===== config.mk =====
export PLATFORM = sky130hd
export DESIGN_NAME = fault_status_regs
export DESIGN_NICKNAME = d
export VERILOG_FILES = /design/src/design/fault_status_pkg.sv /design/src/design/flag_bank_if.sv /design/src/design/fault_status_regs.sv /design/src/design/sticky_flag_bank.sv
export SDC_FILE = /design/constraint.sdc
export NUM_CORES = 1
export LEC_CHECK = 0
export BUFFER_PORTS_ARGS = -buffer_cell sky130_fd_sc_hd__buf_2
export CAP_MARGIN = 10
export CORE_MARGIN = 2
export CORE_UTILIZATION = 33
export DETAILED_ROUTE_END_ITERATION = 10
export PLACE_DENSITY = 0.6
export SLEW_MARGIN = 20
export SYNTH_ARGS = -nofsm -noshare
export SYNTH_HDL_FRONTEND = slang
export SYNTH_HIERARCHICAL = 1
export SYNTH_SLANG_ARGS = --single-unit
export TNS_END_PERCENT = 30

===== constraint.sdc =====
create_clock -name i_clk_sys -period 1.9 [get_ports i_clk_sys]
set_input_delay 0.095 -clock i_clk_sys [delete_from_list [all_inputs] [get_ports i_clk_sys]]
set_output_delay 0.095 -clock i_clk_sys [all_outputs]
set_load 0.01 [all_outputs]

===== src/design/fault_status_pkg.sv =====
// Purpose: constants shared by the fault mask and status register bank
// Assumes: 16-bit registers reached by a register index from the spi decoder
// Notes: flag indices pick positions in the sticky flag bank
package fault_status_pkg;

   // ----------------------------------------------------------------
   // register map
   // ----------------------------------------------------------------
   localparam int unsigned ADDR_W = 4;
   localparam int unsigned DATA_W = 16;
   localparam logic [3:0] ADDR_CHAIN_LINK_CTRL = 4'h2;
   localparam logic [3:0] ADDR_FAULT_MASK = 4'h6;
   localparam logic [3:0] ADDR_DEVICE_STATUS = 4'h7;
   localparam logic [15:0] FAULT_MASK_RST = 16'h0000;
   localparam logic [15:0] DEVICE_STATUS_RST = 16'h0403;

   // ----------------------------------------------------------------
   // fault_report_mask fields
   // ----------------------------------------------------------------
   localparam int unsigned MASK_CHAIN_CHECKBIT_BIT = 11;
   localparam int unsigned MASK_CHAIN_CRC_BIT = 9;
   localparam int unsigned MASK_CHAIN_STUCK_BIT = 8;
   localparam int unsigned MASK_SPI_CRC_BIT = 0;

   // ----------------------------------------------------------------
   // device_status fields
   // ----------------------------------------------------------------
   localparam int unsigned ST_CLEAR_ALL_BIT = 15;
   localparam int unsigned ST_CHAIN_ERR_BIT = 14;
   localparam int unsigned ST_TXFF_ERR_BIT = 12;
   localparam int unsigned ST_RXFF_ERR_BIT = 11;
   localparam int unsigned ST_DATA_READY_BIT = 10;
   localparam int unsigned ST_SRST_REFUSED_BIT = 9;
   localparam int unsigned ST_SPI_ERR_BIT = 8;
   localparam int unsigned ST_REG_WR_REJ_BIT = 7;
   localparam int unsigned ST_SPI_CRC_BIT = 6;
   localparam int unsigned ST_STATE_LSB = 4;
   localparam int unsigned ST_OTP_CRC_BIT = 3;
   localparam int unsigned ST_OSC_BIT = 2;
   localparam int unsigned ST_POR_BIT = 1;
   localparam int unsigned ST_GLOBAL_ERR_BIT = 0;
   localparam logic [1:0] STATE_NORMAL = 2'h0;
   localparam logic [1:0] STATE_FAILSAFE = 2'h3;

   // ----------------------------------------------------------------
   // sticky flag indices
   // ----------------------------------------------------------------
   localparam int unsigned NUM_FLAGS = 13;
   localparam int unsigned F_CHAIN_CHECKBIT = 0;
   localparam int unsigned F_CHAIN_CRC = 1;
   localparam int unsigned F_CHAIN_STUCK = 2;
   localparam int unsigned F_CHAIN_OTHER = 3;
   localparam int unsigned F_SPI_CRC = 4;
   localparam int unsigned F_SPI_IF = 5;
   localparam int unsigned F_TXFF = 6;
   localparam int unsigned F_RXFF = 7;
   localparam int unsigned F_OTP_CRC = 8;
   localparam int unsigned F_OSC = 9;
   localparam int unsigned F_SRST_REFUSED = 10;
   localparam int unsigned F_REG_WR_REJ = 11;
   localparam int unsigned F_POR = 12;
   localparam logic [12:0] FLAG_RST = 13'h1000;

endpackage


===== src/design/flag_bank_if.sv =====
// Purpose: carries set, clear and state of the sticky flag bank
// Assumes: one clock, same domain on both sides
// Notes: set and clear are one-cycle pulses
interface flag_bank_if;
   import fault_status_pkg::*;
   logic [NUM_FLAGS-1:0] set;
   logic clear;
   logic [NUM_FLAGS-1:0] flags;
   modport owner(output set, output clear, input flags);
   modport bank(input set, input clear, output flags);
endinterface


===== src/design/fault_status_regs.sv =====
// Purpose: fault mask and device status registers of the spi bridge
// Assumes: register accesses arrive decoded from spi frames on i_clk_sys
// Notes: fault pin is open drain, driven low while the error flag is set
module fault_status_regs
   import fault_status_pkg::*;
(
   // clock and reset
   input wire logic i_clk_sys,
   input wire logic i_rstn,
   // register access from the spi command decoder
   input wire logic i_reg_wr_en,
   input wire logic i_reg_rd_en,
   input wire logic [ADDR_W-1:0] i_reg_addr,
   input wire logic [DATA_W-1:0] i_reg_wdata,
   output logic [DATA_W-1:0] o_reg_rdata,
   output logic o_reg_rvalid,
   // fault events, one-cycle pulses
   input wire logic i_evt_chain_checkbit,
   input wire logic i_evt_chain_crc,
   input wire logic i_evt_chain_stuck,
   input wire logic i_evt_chain_other,
   input wire logic i_evt_spi_crc,
   input wire logic i_evt_spi_if,
   input wire logic i_evt_txff,
   input wire logic i_evt_rxff,
   input wire logic i_evt_otp_crc,
   input wire logic i_evt_osc_range,
   // chain link and device state
   input wire logic i_chain_tx_busy,
   input wire logic i_chain_rx_busy,
   input wire logic i_soft_reset_req,
   input wire logic [1:0] i_device_state_field,
   output logic o_soft_reset_go,
   output logic o_chain_ctrl_wr,
   output logic [DATA_W-1:0] o_chain_ctrl_wdata,
   // pins
   input wire logic i_data_ready_pin,
   output logic o_fault_pin_out,
   output logic o_fault_pin_oe
);

   // ----------------------------------------------------------------
   // declarations
   // ----------------------------------------------------------------
   flag_bank_if fb();

   logic [DATA_W-1:0] mask_ff;
   logic err_ff;
   logic fault_oe_ff;
   logic fault_out_ff;
   logic data_ready_meta_ff;
   logic data_ready_sync_ff;
   logic [DATA_W-1:0] rdata_ff;
   logic rvalid_ff;
   logic soft_reset_go_ff;
   logic chain_ctrl_wr_ff;
   logic [DATA_W-1:0] chain_ctrl_wdata_ff;

   logic wr_mask;
   logic wr_status;
   logic wr_chain_ctrl;
   logic clear_all;
   logic chain_busy;
   logic srst_refused_evt;
   logic reg_wr_rej_evt;
   logic [NUM_FLAGS-1:0] flags;
   logic chain_err;
   logic unmasked_class;
   logic other_err;
   logic nxt_err;
   logic [DATA_W-1:0] status_word;
   logic [DATA_W-1:0] nxt_rdata;

   // ----------------------------------------------------------------
   // address decode
   // ----------------------------------------------------------------
   assign wr_mask = i_reg_wr_en && (i_reg_addr == ADDR_FAULT_MASK);
   assign wr_status = i_reg_wr_en && (i_reg_addr == ADDR_DEVICE_STATUS);
   assign wr_chain_ctrl = i_reg_wr_en && (i_reg_addr == ADDR_CHAIN_LINK_CTRL);
   assign clear_all = wr_status && i_reg_wdata[ST_CLEAR_ALL_BIT];
   assign chain_busy = i_chain_tx_busy || i_chain_rx_busy;

   // soft reset is only blocked by transmission, not by reception
   assign srst_refused_evt = i_soft_reset_req && i_chain_tx_busy;
   assign reg_wr_rej_evt = wr_chain_ctrl && chain_busy;

   // ----------------------------------------------------------------
   // sticky flags
   // ----------------------------------------------------------------
   assign fb.clear = clear_all;
   assign fb.set[F_CHAIN_CHECKBIT] = i_evt_chain_checkbit;
   assign fb.set[F_CHAIN_CRC] = i_evt_chain_crc;
   assign fb.set[F_CHAIN_STUCK] = i_evt_chain_stuck;
   assign fb.set[F_CHAIN_OTHER] = i_evt_chain_other;
   assign fb.set[F_SPI_CRC] = i_evt_spi_crc;
   assign fb.set[F_SPI_IF] = i_evt_spi_if;
   assign fb.set[F_TXFF] = i_evt_txff;
   assign fb.set[F_RXFF] = i_evt_rxff;
   assign fb.set[F_OTP_CRC] = i_evt_otp_crc;
   assign fb.set[F_OSC] = i_evt_osc_range;
   assign fb.set[F_SRST_REFUSED] = srst_refused_evt;
   assign fb.set[F_REG_WR_REJ] = reg_wr_rej_evt;
   // power-on only, set by reset value of the bank
   assign fb.set[F_POR] = 1'b0;
   assign flags = fb.flags;

   sticky_flag_bank u_flags (
      .i_clk_sys(i_clk_sys),
      .i_rstn(i_rstn),
      .fb(fb)
   );

   // ----------------------------------------------------------------
   // global error and fault pin
   // ----------------------------------------------------------------
   assign chain_err = flags[F_CHAIN_CHECKBIT] || flags[F_CHAIN_CRC] ||
      flags[F_CHAIN_STUCK] || flags[F_CHAIN_OTHER];
   assign unmasked_class =
      (flags[F_CHAIN_CHECKBIT] && !mask_ff[MASK_CHAIN_CHECKBIT_BIT]) ||
      (flags[F_CHAIN_CRC] && !mask_ff[MASK_CHAIN_CRC_BIT]) ||
      (flags[F_CHAIN_STUCK] && !mask_ff[MASK_CHAIN_STUCK_BIT]) ||
      (flags[F_SPI_CRC] && !mask_ff[MASK_SPI_CRC_BIT]);
   // refusals are host mistakes, not device faults, so they stay off the pin
   assign other_err = flags[F_CHAIN_OTHER] || flags[F_SPI_IF] ||
      flags[F_TXFF] || flags[F_RXFF] || flags[F_OTP_CRC] ||
      flags[F_OSC] || flags[F_POR];
   assign nxt_err = unmasked_class || other_err;

   // both flops share one next value so bit 0 never disagrees with the pin
   always_ff @(posedge i_clk_sys or negedge i_rstn) begin
      if (!i_rstn) begin
         err_ff <= DEVICE_STATUS_RST[ST_GLOBAL_ERR_BIT];
         fault_oe_ff <= DEVICE_STATUS_RST[ST_GLOBAL_ERR_BIT];
         fault_out_ff <= 1'b0;
      end else begin
         err_ff <= nxt_err;
         fault_oe_ff <= nxt_err;
         fault_out_ff <= 1'b0;
      end
   end

   // ----------------------------------------------------------------
   // fault mask register
   // ----------------------------------------------------------------
   always_ff @(posedge i_clk_sys or negedge i_rstn) begin
      if (!i_rstn) begin
         mask_ff <= FAULT_MASK_RST;
      end else if (wr_mask) begin
         mask_ff <= i_reg_wdata;
      end
   end

   // ----------------------------------------------------------------
   // data-ready pin synchroniser
   // ----------------------------------------------------------------
   always_ff @(posedge i_clk_sys or negedge i_rstn) begin
      if (!i_rstn) begin
         data_ready_meta_ff <= DEVICE_STATUS_RST[ST_DATA_READY_BIT];
         data_ready_sync_ff <= DEVICE_STATUS_RST[ST_DATA_READY_BIT];
      end else begin
         data_ready_meta_ff <= i_data_ready_pin;
         data_ready_sync_ff <= data_ready_meta_ff;
      end
   end

   // ----------------------------------------------------------------
   // status word and read path
   // ----------------------------------------------------------------
   always_comb begin
      status_word = '0;
      status_word[ST_CHAIN_ERR_BIT] = chain_err;
      status_word[ST_TXFF_ERR_BIT] = flags[F_TXFF];
      status_word[ST_RXFF_ERR_BIT] = flags[F_RXFF];
      status_word[ST_DATA_READY_BIT] = data_ready_sync_ff;
      status_word[ST_SRST_REFUSED_BIT] = flags[F_SRST_REFUSED];
      status_word[ST_SPI_ERR_BIT] = flags[F_SPI_IF] || flags[F_SPI_CRC];
      status_word[ST_REG_WR_REJ_BIT] = flags[F_REG_WR_REJ];
      status_word[ST_SPI_CRC_BIT] = flags[F_SPI_CRC];
      status_word[ST_STATE_LSB+1 -: 2] = i_device_state_field;
      status_word[ST_OTP_CRC_BIT] = flags[F_OTP_CRC];
      status_word[ST_OSC_BIT] = flags[F_OSC];
      status_word[ST_POR_BIT] = flags[F_POR];
      status_word[ST_GLOBAL_ERR_BIT] = err_ff;
   end

   // clear-all bit always reads zero; unmapped indices read zero
   assign nxt_rdata = (i_reg_addr == ADDR_FAULT_MASK) ? mask_ff :
      (i_reg_addr == ADDR_DEVICE_STATUS) ? status_word : '0;

   always_ff @(posedge i_clk_sys or negedge i_rstn) begin
      if (!i_rstn) begin
         rdata_ff <= '0;
         rvalid_ff <= 1'b0;
      end else begin
         rvalid_ff <= i_reg_rd_en;
         if (i_reg_rd_en) begin
            rdata_ff <= nxt_rdata;
         end
      end
   end

   // ----------------------------------------------------------------
   // soft reset and chain control write gating
   // ----------------------------------------------------------------
   always_ff @(posedge i_clk_sys or negedge i_rstn) begin
      if (!i_rstn) begin
         soft_reset_go_ff <= 1'b0;
         chain_ctrl_wr_ff <= 1'b0;
         chain_ctrl_wdata_ff <= '0;
      end else begin
         soft_reset_go_ff <= i_soft_reset_req && !i_chain_tx_busy;
         chain_ctrl_wr_ff <= wr_chain_ctrl && !chain_busy;
         if (wr_chain_ctrl && !chain_busy) begin
            chain_ctrl_wdata_ff <= i_reg_wdata;
         end
      end
   end

   // ----------------------------------------------------------------
   // outputs
   // ----------------------------------------------------------------
   assign o_reg_rdata = rdata_ff;
   assign o_reg_rvalid = rvalid_ff;
   assign o_soft_reset_go = soft_reset_go_ff;
   assign o_chain_ctrl_wr = chain_ctrl_wr_ff;
   assign o_chain_ctrl_wdata = chain_ctrl_wdata_ff;
   assign o_fault_pin_out = fault_out_ff;
   assign o_fault_pin_oe = fault_oe_ff;
endmodule // fault_status_regs


===== src/design/sticky_flag_bank.sv =====
// Purpose: bank of sticky error flags with a common clear
// Assumes: set and clear come from logic on i_clk_sys
// Notes: a set in the clear cycle wins, so no event is lost
module sticky_flag_bank
   import fault_status_pkg::*;
(
   // clock and reset
   input wire logic i_clk_sys,
   input wire logic i_rstn,
   // flag carrier
   flag_bank_if.bank fb
);

   logic [NUM_FLAGS-1:0] flag_ff;
   logic [NUM_FLAGS-1:0] nxt_flag;

   // ----------------------------------------------------------------
   // per-flag storage
   // ----------------------------------------------------------------
   assign nxt_flag = fb.set | (flag_ff & ~{NUM_FLAGS{fb.clear}});
   assign fb.flags = flag_ff;

   for (genvar i = 0; i < NUM_FLAGS; i++) begin : g_flag
      always_ff @(posedge i_clk_sys or negedge i_rstn) begin
         if (!i_rstn) begin
            flag_ff[i] <= FLAG_RST[i];
         end else begin
            flag_ff[i] <= nxt_flag[i];
         end
      end
   end
endmodule // sticky_flag_bank


* After elaboration in Yosys (flattened, before gate mapping)
Index checks and enable logic that the tools add are counted. W data, S select, Z words.
Cells by class: $add $sub $neg 0, $mul 0, divide/modulo/power cells 0, magnitude comparators 0, equality and inequality tests 3, shift operators 0, multiplexer cells 2, bitwise operators 3, reductions and logical operators 33
Operators by type and width (count):
- $mux W16 | 1
- $logic_or A1 B1 Y1 | 15
- $mux W15 | 1
- $and A13 B13 Y13 | 1
- $not A13 Y13 | 1
- $or A12 B13 Y13 | 1
- $logic_and A1 B1 Y1 | 12
- $eq A4 B3 Y1 const B | 2
- $logic_not A1 Y1 | 6
- $eq A4 B2 Y1 const B | 1
Storage, ports and cells: register bits 67, latch bits 0, bits in writable memories 0, ROM bits 0, bits of input ports 40, output and inout bits 37, word-level logic and storage cells 63, memories kept 0

* Depth between registers and ports, before layout
Gate-level depths: netlist (run 1).
depth in word-level cells 7, mapped depth 6, depth with buffers taken out 4

* Modules after synthesis
Netlist (run 1), hierarchy kept.
Modules (own cells, without submodules):
- fault_status_regs | times used 1, cells an instance 157, area each 2210.9 um^2
- sticky_flag_bank | times used 1, cells an instance 28, area each 442.9 um^2

* Worst setup path after synthesis (run 1)
No wires, ideal clock.
kind register to register, from reg u_flags.flag_ff[1], in the netlist u_flags/fb.flags[1], to reg rdata_ff[14], in the netlist o_reg_rdata[14], library setup time 126 ps, arrival 1171 ps, required time 1774 ps, path slack 603 ps, stages on the path, launching flop included 3, buffers on the path 0, period minus slack after synthesis 1297 ps, path through dfrtp_1 > or4_1 > a221o_1
Between the ends: cells in the longest elaborated chain, start to end 5
Ends and longest elaborated chain:
- start, declared | line sticky_flag_bank.sv:14 | logic [NUM_FLAGS-1:0] flag_ff;
- start signal, assigned by index | line sticky_flag_bank.sv:26 | flag_ff[i] <= FLAG_RST[i];
- start signal, assigned by index | line sticky_flag_bank.sv:28 | flag_ff[i] <= nxt_flag[i];
- $logic_or A1 B1 Y1 (2 in a row) | line fault_status_regs.sv:116 | assign chain_err = flags[F_CHAIN_CHECKBIT] || flags[F_CHAIN_CRC] ||
- $logic_or A1 B1 Y1 | line fault_status_regs.sv:117 | flags[F_CHAIN_STUCK] || flags[F_CHAIN_OTHER];
- $mux W15 | line fault_status_regs.sv:188 | (i_reg_addr == ADDR_DEVICE_STATUS) ? status_word : '0;
- $mux W16 | line fault_status_regs.sv:187 | assign nxt_rdata = (i_reg_addr == ADDR_FAULT_MASK) ? mask_ff :
- end signal, assigned | line fault_status_regs.sv:197 | rdata_ff <= nxt_rdata;
- end, declared | line fault_status_regs.sv:53 | logic [DATA_W-1:0] rdata_ff;
No other way between the ends. A chain may end at the register's enable or synchronous reset.

* Worst setup path in the final report (run 1)
from in i_chain_tx_busy, to reg chain_ctrl_wdata_ff[0], in the netlist o_chain_ctrl_wdata[0]
Between the ends: cells in the longest elaborated chain, start to end 3
Ends and longest elaborated chain:
- start, declared | line fault_status_regs.sv:29 | input wire logic i_chain_tx_busy,
- $logic_or A1 B1 Y1 | line fault_status_regs.sv:81 | assign chain_busy = i_chain_tx_busy || i_chain_rx_busy;
- $logic_not A1 Y1 | line fault_status_regs.sv:213 | if (wr_chain_ctrl && !chain_busy) begin
- $logic_and A1 B1 Y1 | line fault_status_regs.sv:213
- end signal, assigned | line fault_status_regs.sv:214 | chain_ctrl_wdata_ff <= i_reg_wdata;
- end, declared | line fault_status_regs.sv:57 | logic [DATA_W-1:0] chain_ctrl_wdata_ff;
No other way between the ends.

==> flow_metrics.env, run 1 <==
export IMPL_holdPathStages=2
export IMPL_clockBufferDepth=2
export IMPL_die_h_um=93.7
export IMPL_dp_cells=362
export IMPL_routedWlPerCell_um=15.4
export IMPL_seq_area_um2=1680
export IMPL_vias=1880
export IMPL_fillerInstances=769
export IMPL_min_to="o_chain_ctrl_wdata[13]$_DFFE_PN0P_"
export IMPL_syn_cell_area_um2=2650
export IMPL_maxCapViolCount=0
export IMPL_power_density_nw_per_um2=874
export IMPL_clock_latency_ns=0.34
export IMPL_grt_max_degree=27
export IMPL_dp_hpwl_um=4530
export IMPL_track_usage_pct=15.0
export IMPL_multi_input_area_um2=851
export IMPL_cp_end_kind="flop"
export IMPL_synth_edf_count=0
export IMPL_final_core_util_pct=46.2
export IMPL_grt_pass1_wl_um=9790
export IMPL_setup_tns_ns=0
export IMPL_core_um2=7770
export IMPL_r2r_cells=2
export IMPL_synth_top_area_cell="dfrtp_1"
export IMPL_cts_sinks=67
export IMPL_grt_pass1_vias=1844
export IMPL_htree_num_levels=3
export IMPL_holdCritStartpoint="i_reg_wdata[13]"
export IMPL_grt_overflow_total=0
export IMPL_design_die_area_um2=8780
export IMPL_rsz0062_at_grt="no"
export IMPL_ys_seq_area_share_pct=63.4
export IMPL_fmax_mhz=698
export IMPL_cts_buffers_inserted=9
export IMPL_tightestPinTransition_ns=0.534
export IMPL_leakage_nw=1.75
export IMPL_setup_violations=0
export IMPL_layout_min_cycle_time_ns=1.43
export IMPL_die_w_um=93.7
export IMPL_drive_gt1_share_pct=45.0
export IMPL_gp_congestion=0.716
export IMPL_yosys_top_cells_count="dfrtp_1, mux2_2, nor2b_1"
export IMPL_yosys_area_top_type_share_pct=59.4
export IMPL_synth_avg_cell_area_um2=14.3
export IMPL_antenna_found_initial=0
export IMPL_reg2reg_to="o_reg_rdata[14]$_DFFE_PN0P_"
export IMPL_ys_types=33
export IMPL_hold_violations=0
export IMPL_layout_nets=337
export IMPL_syn_inst=185
export IMPL_crit_fanout=7
export IMPL_max_vdd_ir_drop_mv=0.475
export IMPL_cts_root_buf="clkbuf_8"
export IMPL_ios=77
export IMPL_rr_startpoint="u_flags/fb.flags[1]$_DFF_PN0_"
export IMPL_yosysMostFrequentCell="dfrtp_1"
export IMPL_antenna_left=0
export IMPL_status="complete, no violations"
export IMPL_min_path_type="in -> reg"
export IMPL_clk_pin_slew_ns=0.07
export IMPL_min_period_over_period_pct=75.4
export IMPL_async_flop_share_pct=100
export IMPL_required_ns=2.12
export IMPL_final_cells=404
export IMPL_post_cts_setup_buffers=0
export IMPL_synthTopCellsByArea="dfrtp_1, mux2_2, a221o_1, dfstp_2, nor2b_1"
export IMPL_area_growth_pct=35.3
export IMPL_startpoint_type="input pin"
export IMPL_num_antenna_cells=0
export IMPL_cts_tree="done"
export IMPL_rrSetupSlack_ns=0.50
export IMPL_worstPathArrival_ns=1.66
export IMPL_start_util_pct=34.2
export IMPL_fin_skew_ns=0.00545
export IMPL_ys_warn_count=6
export IMPL_num_rows=32
export IMPL_drtIter0Drc=90
export IMPL_drc_errors=0
export IMPL_worstSetupPathType="in -> reg"
export IMPL_ys_flop_type="dfrtp_1"
export IMPL_ys_seq_elements=67
export IMPL_viasPerCell=4.65
export IMPL_slew_viol_final=0
export IMPL_portBuffers=75
export IMPL_drt_total_wl_um=6200
export IMPL_slew_headroom_pct=64.3
export IMPL_dr_pass1_iters=4
worst max path at each step:
stage	from	to	slack [ns]	cells past startpoint
floorplan	u_flags/fb.flags[1]$_DFF_PN0_	o_reg_rdata[14]$_DFFE_PN0P_	0.60	2
global placement	i_reg_addr[0]	o_chain_ctrl_wdata[6]$_DFFE_PN0P_	0.40	5
CTS	i_chain_tx_busy	o_chain_ctrl_wdata[0]$_DFFE_PN0P_	0.46	6
finish	i_chain_tx_busy	o_chain_ctrl_wdata[0]$_DFFE_PN0P_	0.47	6
global route	i_chain_tx_busy	o_chain_ctrl_wdata[12]$_DFFE_PN0P_	0.39	6
detailed placement	i_reg_addr[0]	o_chain_ctrl_wdata[0]$_DFFE_PN0P_	0.33	5
cell usage in the layout, fill, tap and decap left out, types with 2 or more instances in the layout:
cell type / n
a21o_1: 10
nor2b_1: 16
clkinv_2: 2
a22o_1: 2
o21ai_0: 4
nand3_1: 4
mux2_1: 4
a21o_2: 3
a22oi_1: 2
dfstp_2: 4
nor2_1: 2
buf_4: 9
and2_1: 2
conb_1: 2
clkbuf_8: 11
dlygate4sd3_1: 26
mux2_2: 24
a221o_1: 14
dfrtp_1: 63
buf_2: 75
inv_1: 6
clkinvlp_4: 2
repair_timing:
action | CTS | global route
hold buffers | 21 | 5
hold endpoints to repair | 41 | 7
gates resized for setup | 0 | 0
final cells by class:
cell class	instances	area share (%)
sequential	67	46.8
multi-input combinational	101	23.7
timing repair buffer	111	20.1
clock buffer	12	4.32
tap	102	3.56
inverter	7	0.732
clock inverter	4	0.697
logic make-up (layout without fill, tap and decap cells):
kind of cell | after synthesis | count (layout) | synth area share (%)
other | 1 | 2 | 0.141
AOI/OAI and AO/OA | 35 | 35 | 11.1
and+or+nand+nor | 36 | 36 | 8.82
buffers and inverters | 18 | 134 | 4.71
DFF | 67 | 67 | 63.4
muxes | 28 | 28 | 11.9
sequential cells by signal, indices dropped and copies added (netlist names):
| name | flops |
|---|---|
| mask_ff | 16 |
| o_reg_rvalid | 1 |
| o_soft_reset_go | 1 |
| o_reg_rdata | 16 |
| data_ready_meta_ff | 1 |
| o_chain_ctrl_wr | 1 |
| o_fault_pin_oe | 1 |
| o_chain_ctrl_wdata | 16 |
| u_flags/fb.flags | 13 |
| data_ready_sync_ff | 1 |
routing by layer:
layer	track usage [%]	wire length (um)	up-vias	share of wire [%]
li1	-	-	881	-
met1	20.6	2960	935	48
met2	22.4	2770	58	45
met3	6.42	410	6	6.6
met4	3.14	61	0	0.98
met5	0	0	-	0
power by group:
part	switching, mW	internal [mW]	total (mW)
Clock	0.514	0.540	1.05
Combinational	0.186	0.231	0.417
Sequential	0.0804	1.58	1.66
Total	0.780	2.36	3.14
through the flow:
stage | instance area, um^2 | hold slack, ns | setup slack (ns) | power [mW]
global placement | 3150 | 0.0928 | 0.396 | 2.06
CTS | 3540 | 0.000402 | 0.460 | 3.17
finish | 3590 | 0.0122 | 0.467 | 3.14
detailed placement | 3150 | 0.0876 | 0.333 | 2.08
floorplan | 2660 | -0.201 | 0.603 | 1.87
global route | 3590 | 0.00495 | 0.389 | 3.31
worst max-delay path: stages:
cell           delay (ns)
dlygate4sd3_1        0.53
buf_2                0.13
nor2_1               0.17
nand3_2              0.21
buf_4                0.25
mux2_2               0.27
No activity file was read; power rests on OpenSTA's default activity.
==> run 2, diff against run 1 <==
==> constraint.sdc (replaced) <==
create_clock -name i_clk_sys -period 1.4 [get_ports i_clk_sys]
set_input_delay 0.07 -clock i_clk_sys [delete_from_list [all_inputs] [get_ports i_clk_sys]]
set_output_delay 0.07 -clock i_clk_sys [all_outputs]
set_load 0.01 [all_outputs]
==> run 2 against run 1 <==
Compared with the run above: clock skew grew 0.0015 ns; sequential power is 36% higher; first-iteration DRC count down 38%; die area stayed put; critical path depth fell by 4; combinational power grew 41%; worst setup slack worse by 0.42 ns; final cell count rose by 2.0%; core utilization rose by 1.3 points; wire length up 2.0%; non-clock buffer count rose by 8; critical endpoint is now o_reg_rdata[14]$_DFFE_PN0P_; largest cell class unchanged; largest power group unchanged; highest routed layer unchanged.
==> flow_metrics.env, run 2 (synthesis results as in run 1) <==
export IMPL_final_core_util_pct=47.5
export IMPL_setup_violations=0
export IMPL_cts_root_buf="clkbuf_8"
export IMPL_cp_slowest_cell="or4_1"
export IMPL_die_w_um=93.7
export IMPL_area_growth_pct=39.1
export IMPL_slew_viol_final=0
export IMPL_worstSetupPathType="reg -> reg"
export IMPL_leakage_nw=1.81
export IMPL_antenna_left=0
export IMPL_clk_pin_slew_ns=0.07
export IMPL_rsz0062_at_grt="no"
export IMPL_crit_fanout=3
export IMPL_drtIter0Drc=56
export IMPL_startpoint_type="flop"
export IMPL_clockBufferDepth=2
export IMPL_cts_tree="done"
export IMPL_num_rows=32
export IMPL_drive_gt1_share_pct=44.5
export IMPL_drc_errors=0
export IMPL_dp_hpwl_um=4520
export IMPL_routedWlPerCell_um=15.4
export IMPL_clockPowerShare_pct=35.7
export IMPL_max_vdd_ir_drop_mv=0.590
export IMPL_maxCapViolCount=0
export IMPL_num_antenna_cells=0
export IMPL_fillerInstances=735
export IMPL_core_um2=7770
export IMPL_vias=1937
export IMPL_cts_resized=0
export IMPL_cp_top_family="simple AND/OR/NAND/NOR gates"
export IMPL_pwr_share_seq_pct=51.0
export IMPL_power_density_nw_per_um2=1200
export IMPL_final_cell_mix="buf_2, dfrtp_1, dlygate4sd3_1, mux2_2, nor2b_1"
export IMPL_clock_latency_ns=0.35
export IMPL_crit_buf_inv=0
export IMPL_place_ws_ns=0.0670
export IMPL_layout_min_cycle_time_ns=1.35
export IMPL_layout_nets=345
export IMPL_grt_max_degree=29
export IMPL_worstPathArrival_ns=1.58
export IMPL_p_sw_mw=1.08
export IMPL_placed_area_um2=3180
export IMPL_cp_end_kind="flop"
export IMPL_crit_chain="or4_1 -> a221o_1"
export IMPL_hold_violations=0
export IMPL_design_die_area_um2=8780
export IMPL_power_mw=4.42
export IMPL_power_frac_comb_pct=13.3
export IMPL_cts_sinks=67
export IMPL_die_h_um=93.7
export IMPL_grt_pass1_vias=1975
export IMPL_status="complete, no violations"
export IMPL_post_cts_setup_buffers=0
export IMPL_ios=77
export IMPL_dr_pass1_iters=4
export IMPL_seq_area_um2=1680
export IMPL_multi_input_area_um2=851
export IMPL_mostFrequentLayoutCell="buf_2"
export IMPL_fmax_mhz=738
export IMPL_htree_num_levels=3
export IMPL_viasPerCell=4.70
export IMPL_min_period_over_period_pct=96.8
export IMPL_setup_slack_ns=0.0451
export IMPL_cts_buffers_inserted=9
export IMPL_fin_area_um2=3690
export IMPL_setup_tns_ns=0
export IMPL_p_int_mw=3.34
export IMPL_grt_overflow_total=0
export IMPL_cp_slowest_stage_delay_ns=0.52
export IMPL_portBuffers=75
export IMPL_gp_congestion=0.746
export IMPL_drt_total_wl_um=6330
export IMPL_antenna_found_initial=0
export IMPL_required_ns=1.62
export IMPL_track_usage_pct=15.8
export IMPL_switching_share_pct=24.5
export IMPL_min_path_type="in -> reg"
export IMPL_start_util_pct=34.2
export IMPL_fin_skew_ns=0.00691
export IMPL_grt_pass1_wl_um=10200
## run 2: cell count changes in the layout (fill, tap and decap cells not counted)
| cell | before | now |
|---|---|---|
| clkinv_2 | 2 | 3 |
| dlygate4sd3_1 | 26 | 32 |
| buf_4 | 9 | 10 |
| clkinvlp_4 | 2 | 1 |
| bufinv_16 | 0 | 1 |
| clkbuf_8 | 11 | 10 |
| buf_12 | 1 | 2 |
## run 2: power by group through the flow
stage,Combinational [mW],Clock [mW],Sequential (mW)
6_report,0.590,1.58,2.25
3_3_place_gp,0.518,0,2.28
4_1_cts,0.603,1.63,2.26
3_5_place_dp,0.529,0,2.29
5_1_grt,0.652,1.71,2.28
2_1_floorplan,0.232,0,2.31
## run 2: routing by layer
metal / vias up / global-route usage, % / routed length, um
met3: 8 / 5.14 / 352
li1: 898 / - / -
met5: - / 0 / 0
met1: 973 / 21.2 / 2930
met4: 0 / 6.40 / 98
met2: 58 / 23.7 / 2940
## run 2: what timing repair did
item / in CTS / in global routing
endpoints found under the setup margin: 0 / 0
hold buffers: 32 / 0
endpoints found under the hold margin: 63 / 0
## run 2: worst paths after layout
path / to / startpoint / cells after the start / slack (ns)
setup / recovery: o_reg_rdata[14]$_DFFE_PN0P_ / u_flags/fb.flags[1]$_DFF_PN0_ / 2 / 0.05
hold / removal: u_flags/fb.flags[10]$_DFF_PN0_ / i_soft_reset_req / 3 / 0.07
setup reg to reg: o_reg_rdata[14]$_DFFE_PN0P_ / u_flags/fb.flags[1]$_DFF_PN0_ / 2 / 0.05
hold reg to reg: data_ready_sync_ff$_DFF_PN1_ / data_ready_meta_ff$_DFF_PN1_ / 0 / 0.35
max in group asynchronous: o_fault_pin_oe$_DFF_PN1_ / i_rstn / 3 / 0.62
min in group asynchronous: o_reg_rvalid$_DFF_PN0_ / i_rstn / 2 / 0.21
## run 2: worst reg2reg max path, cell delays in order (launching register included)
cell	delay, ns
dfrtp_1	0.39
or4_1	0.52
a221o_1	0.33
## run 2: layout make-up
| class | instances | area share, % |
|---|---|---|
| Clock inverter | 5 | 1.42 |
| Clock buffer | 11 | 3.83 |
| Timing Repair Buffer | 119 | 22.0 |
| Multi-Input combinational cell | 101 | 23.1 |
| Tap cell | 102 | 3.46 |
| Sequential cell | 67 | 45.6 |
| Inverter | 7 | 0.712 |
## run 2: per-stage QoR
step / instances / hold slack, ns
floorplan: 186 / -0.226
global placement: 364 / 0.0547
detailed placement: 364 / 0.0561
CTS: 412 / 0.0548
global route: 412 / 0.0717
finish: 412 / 0.0724
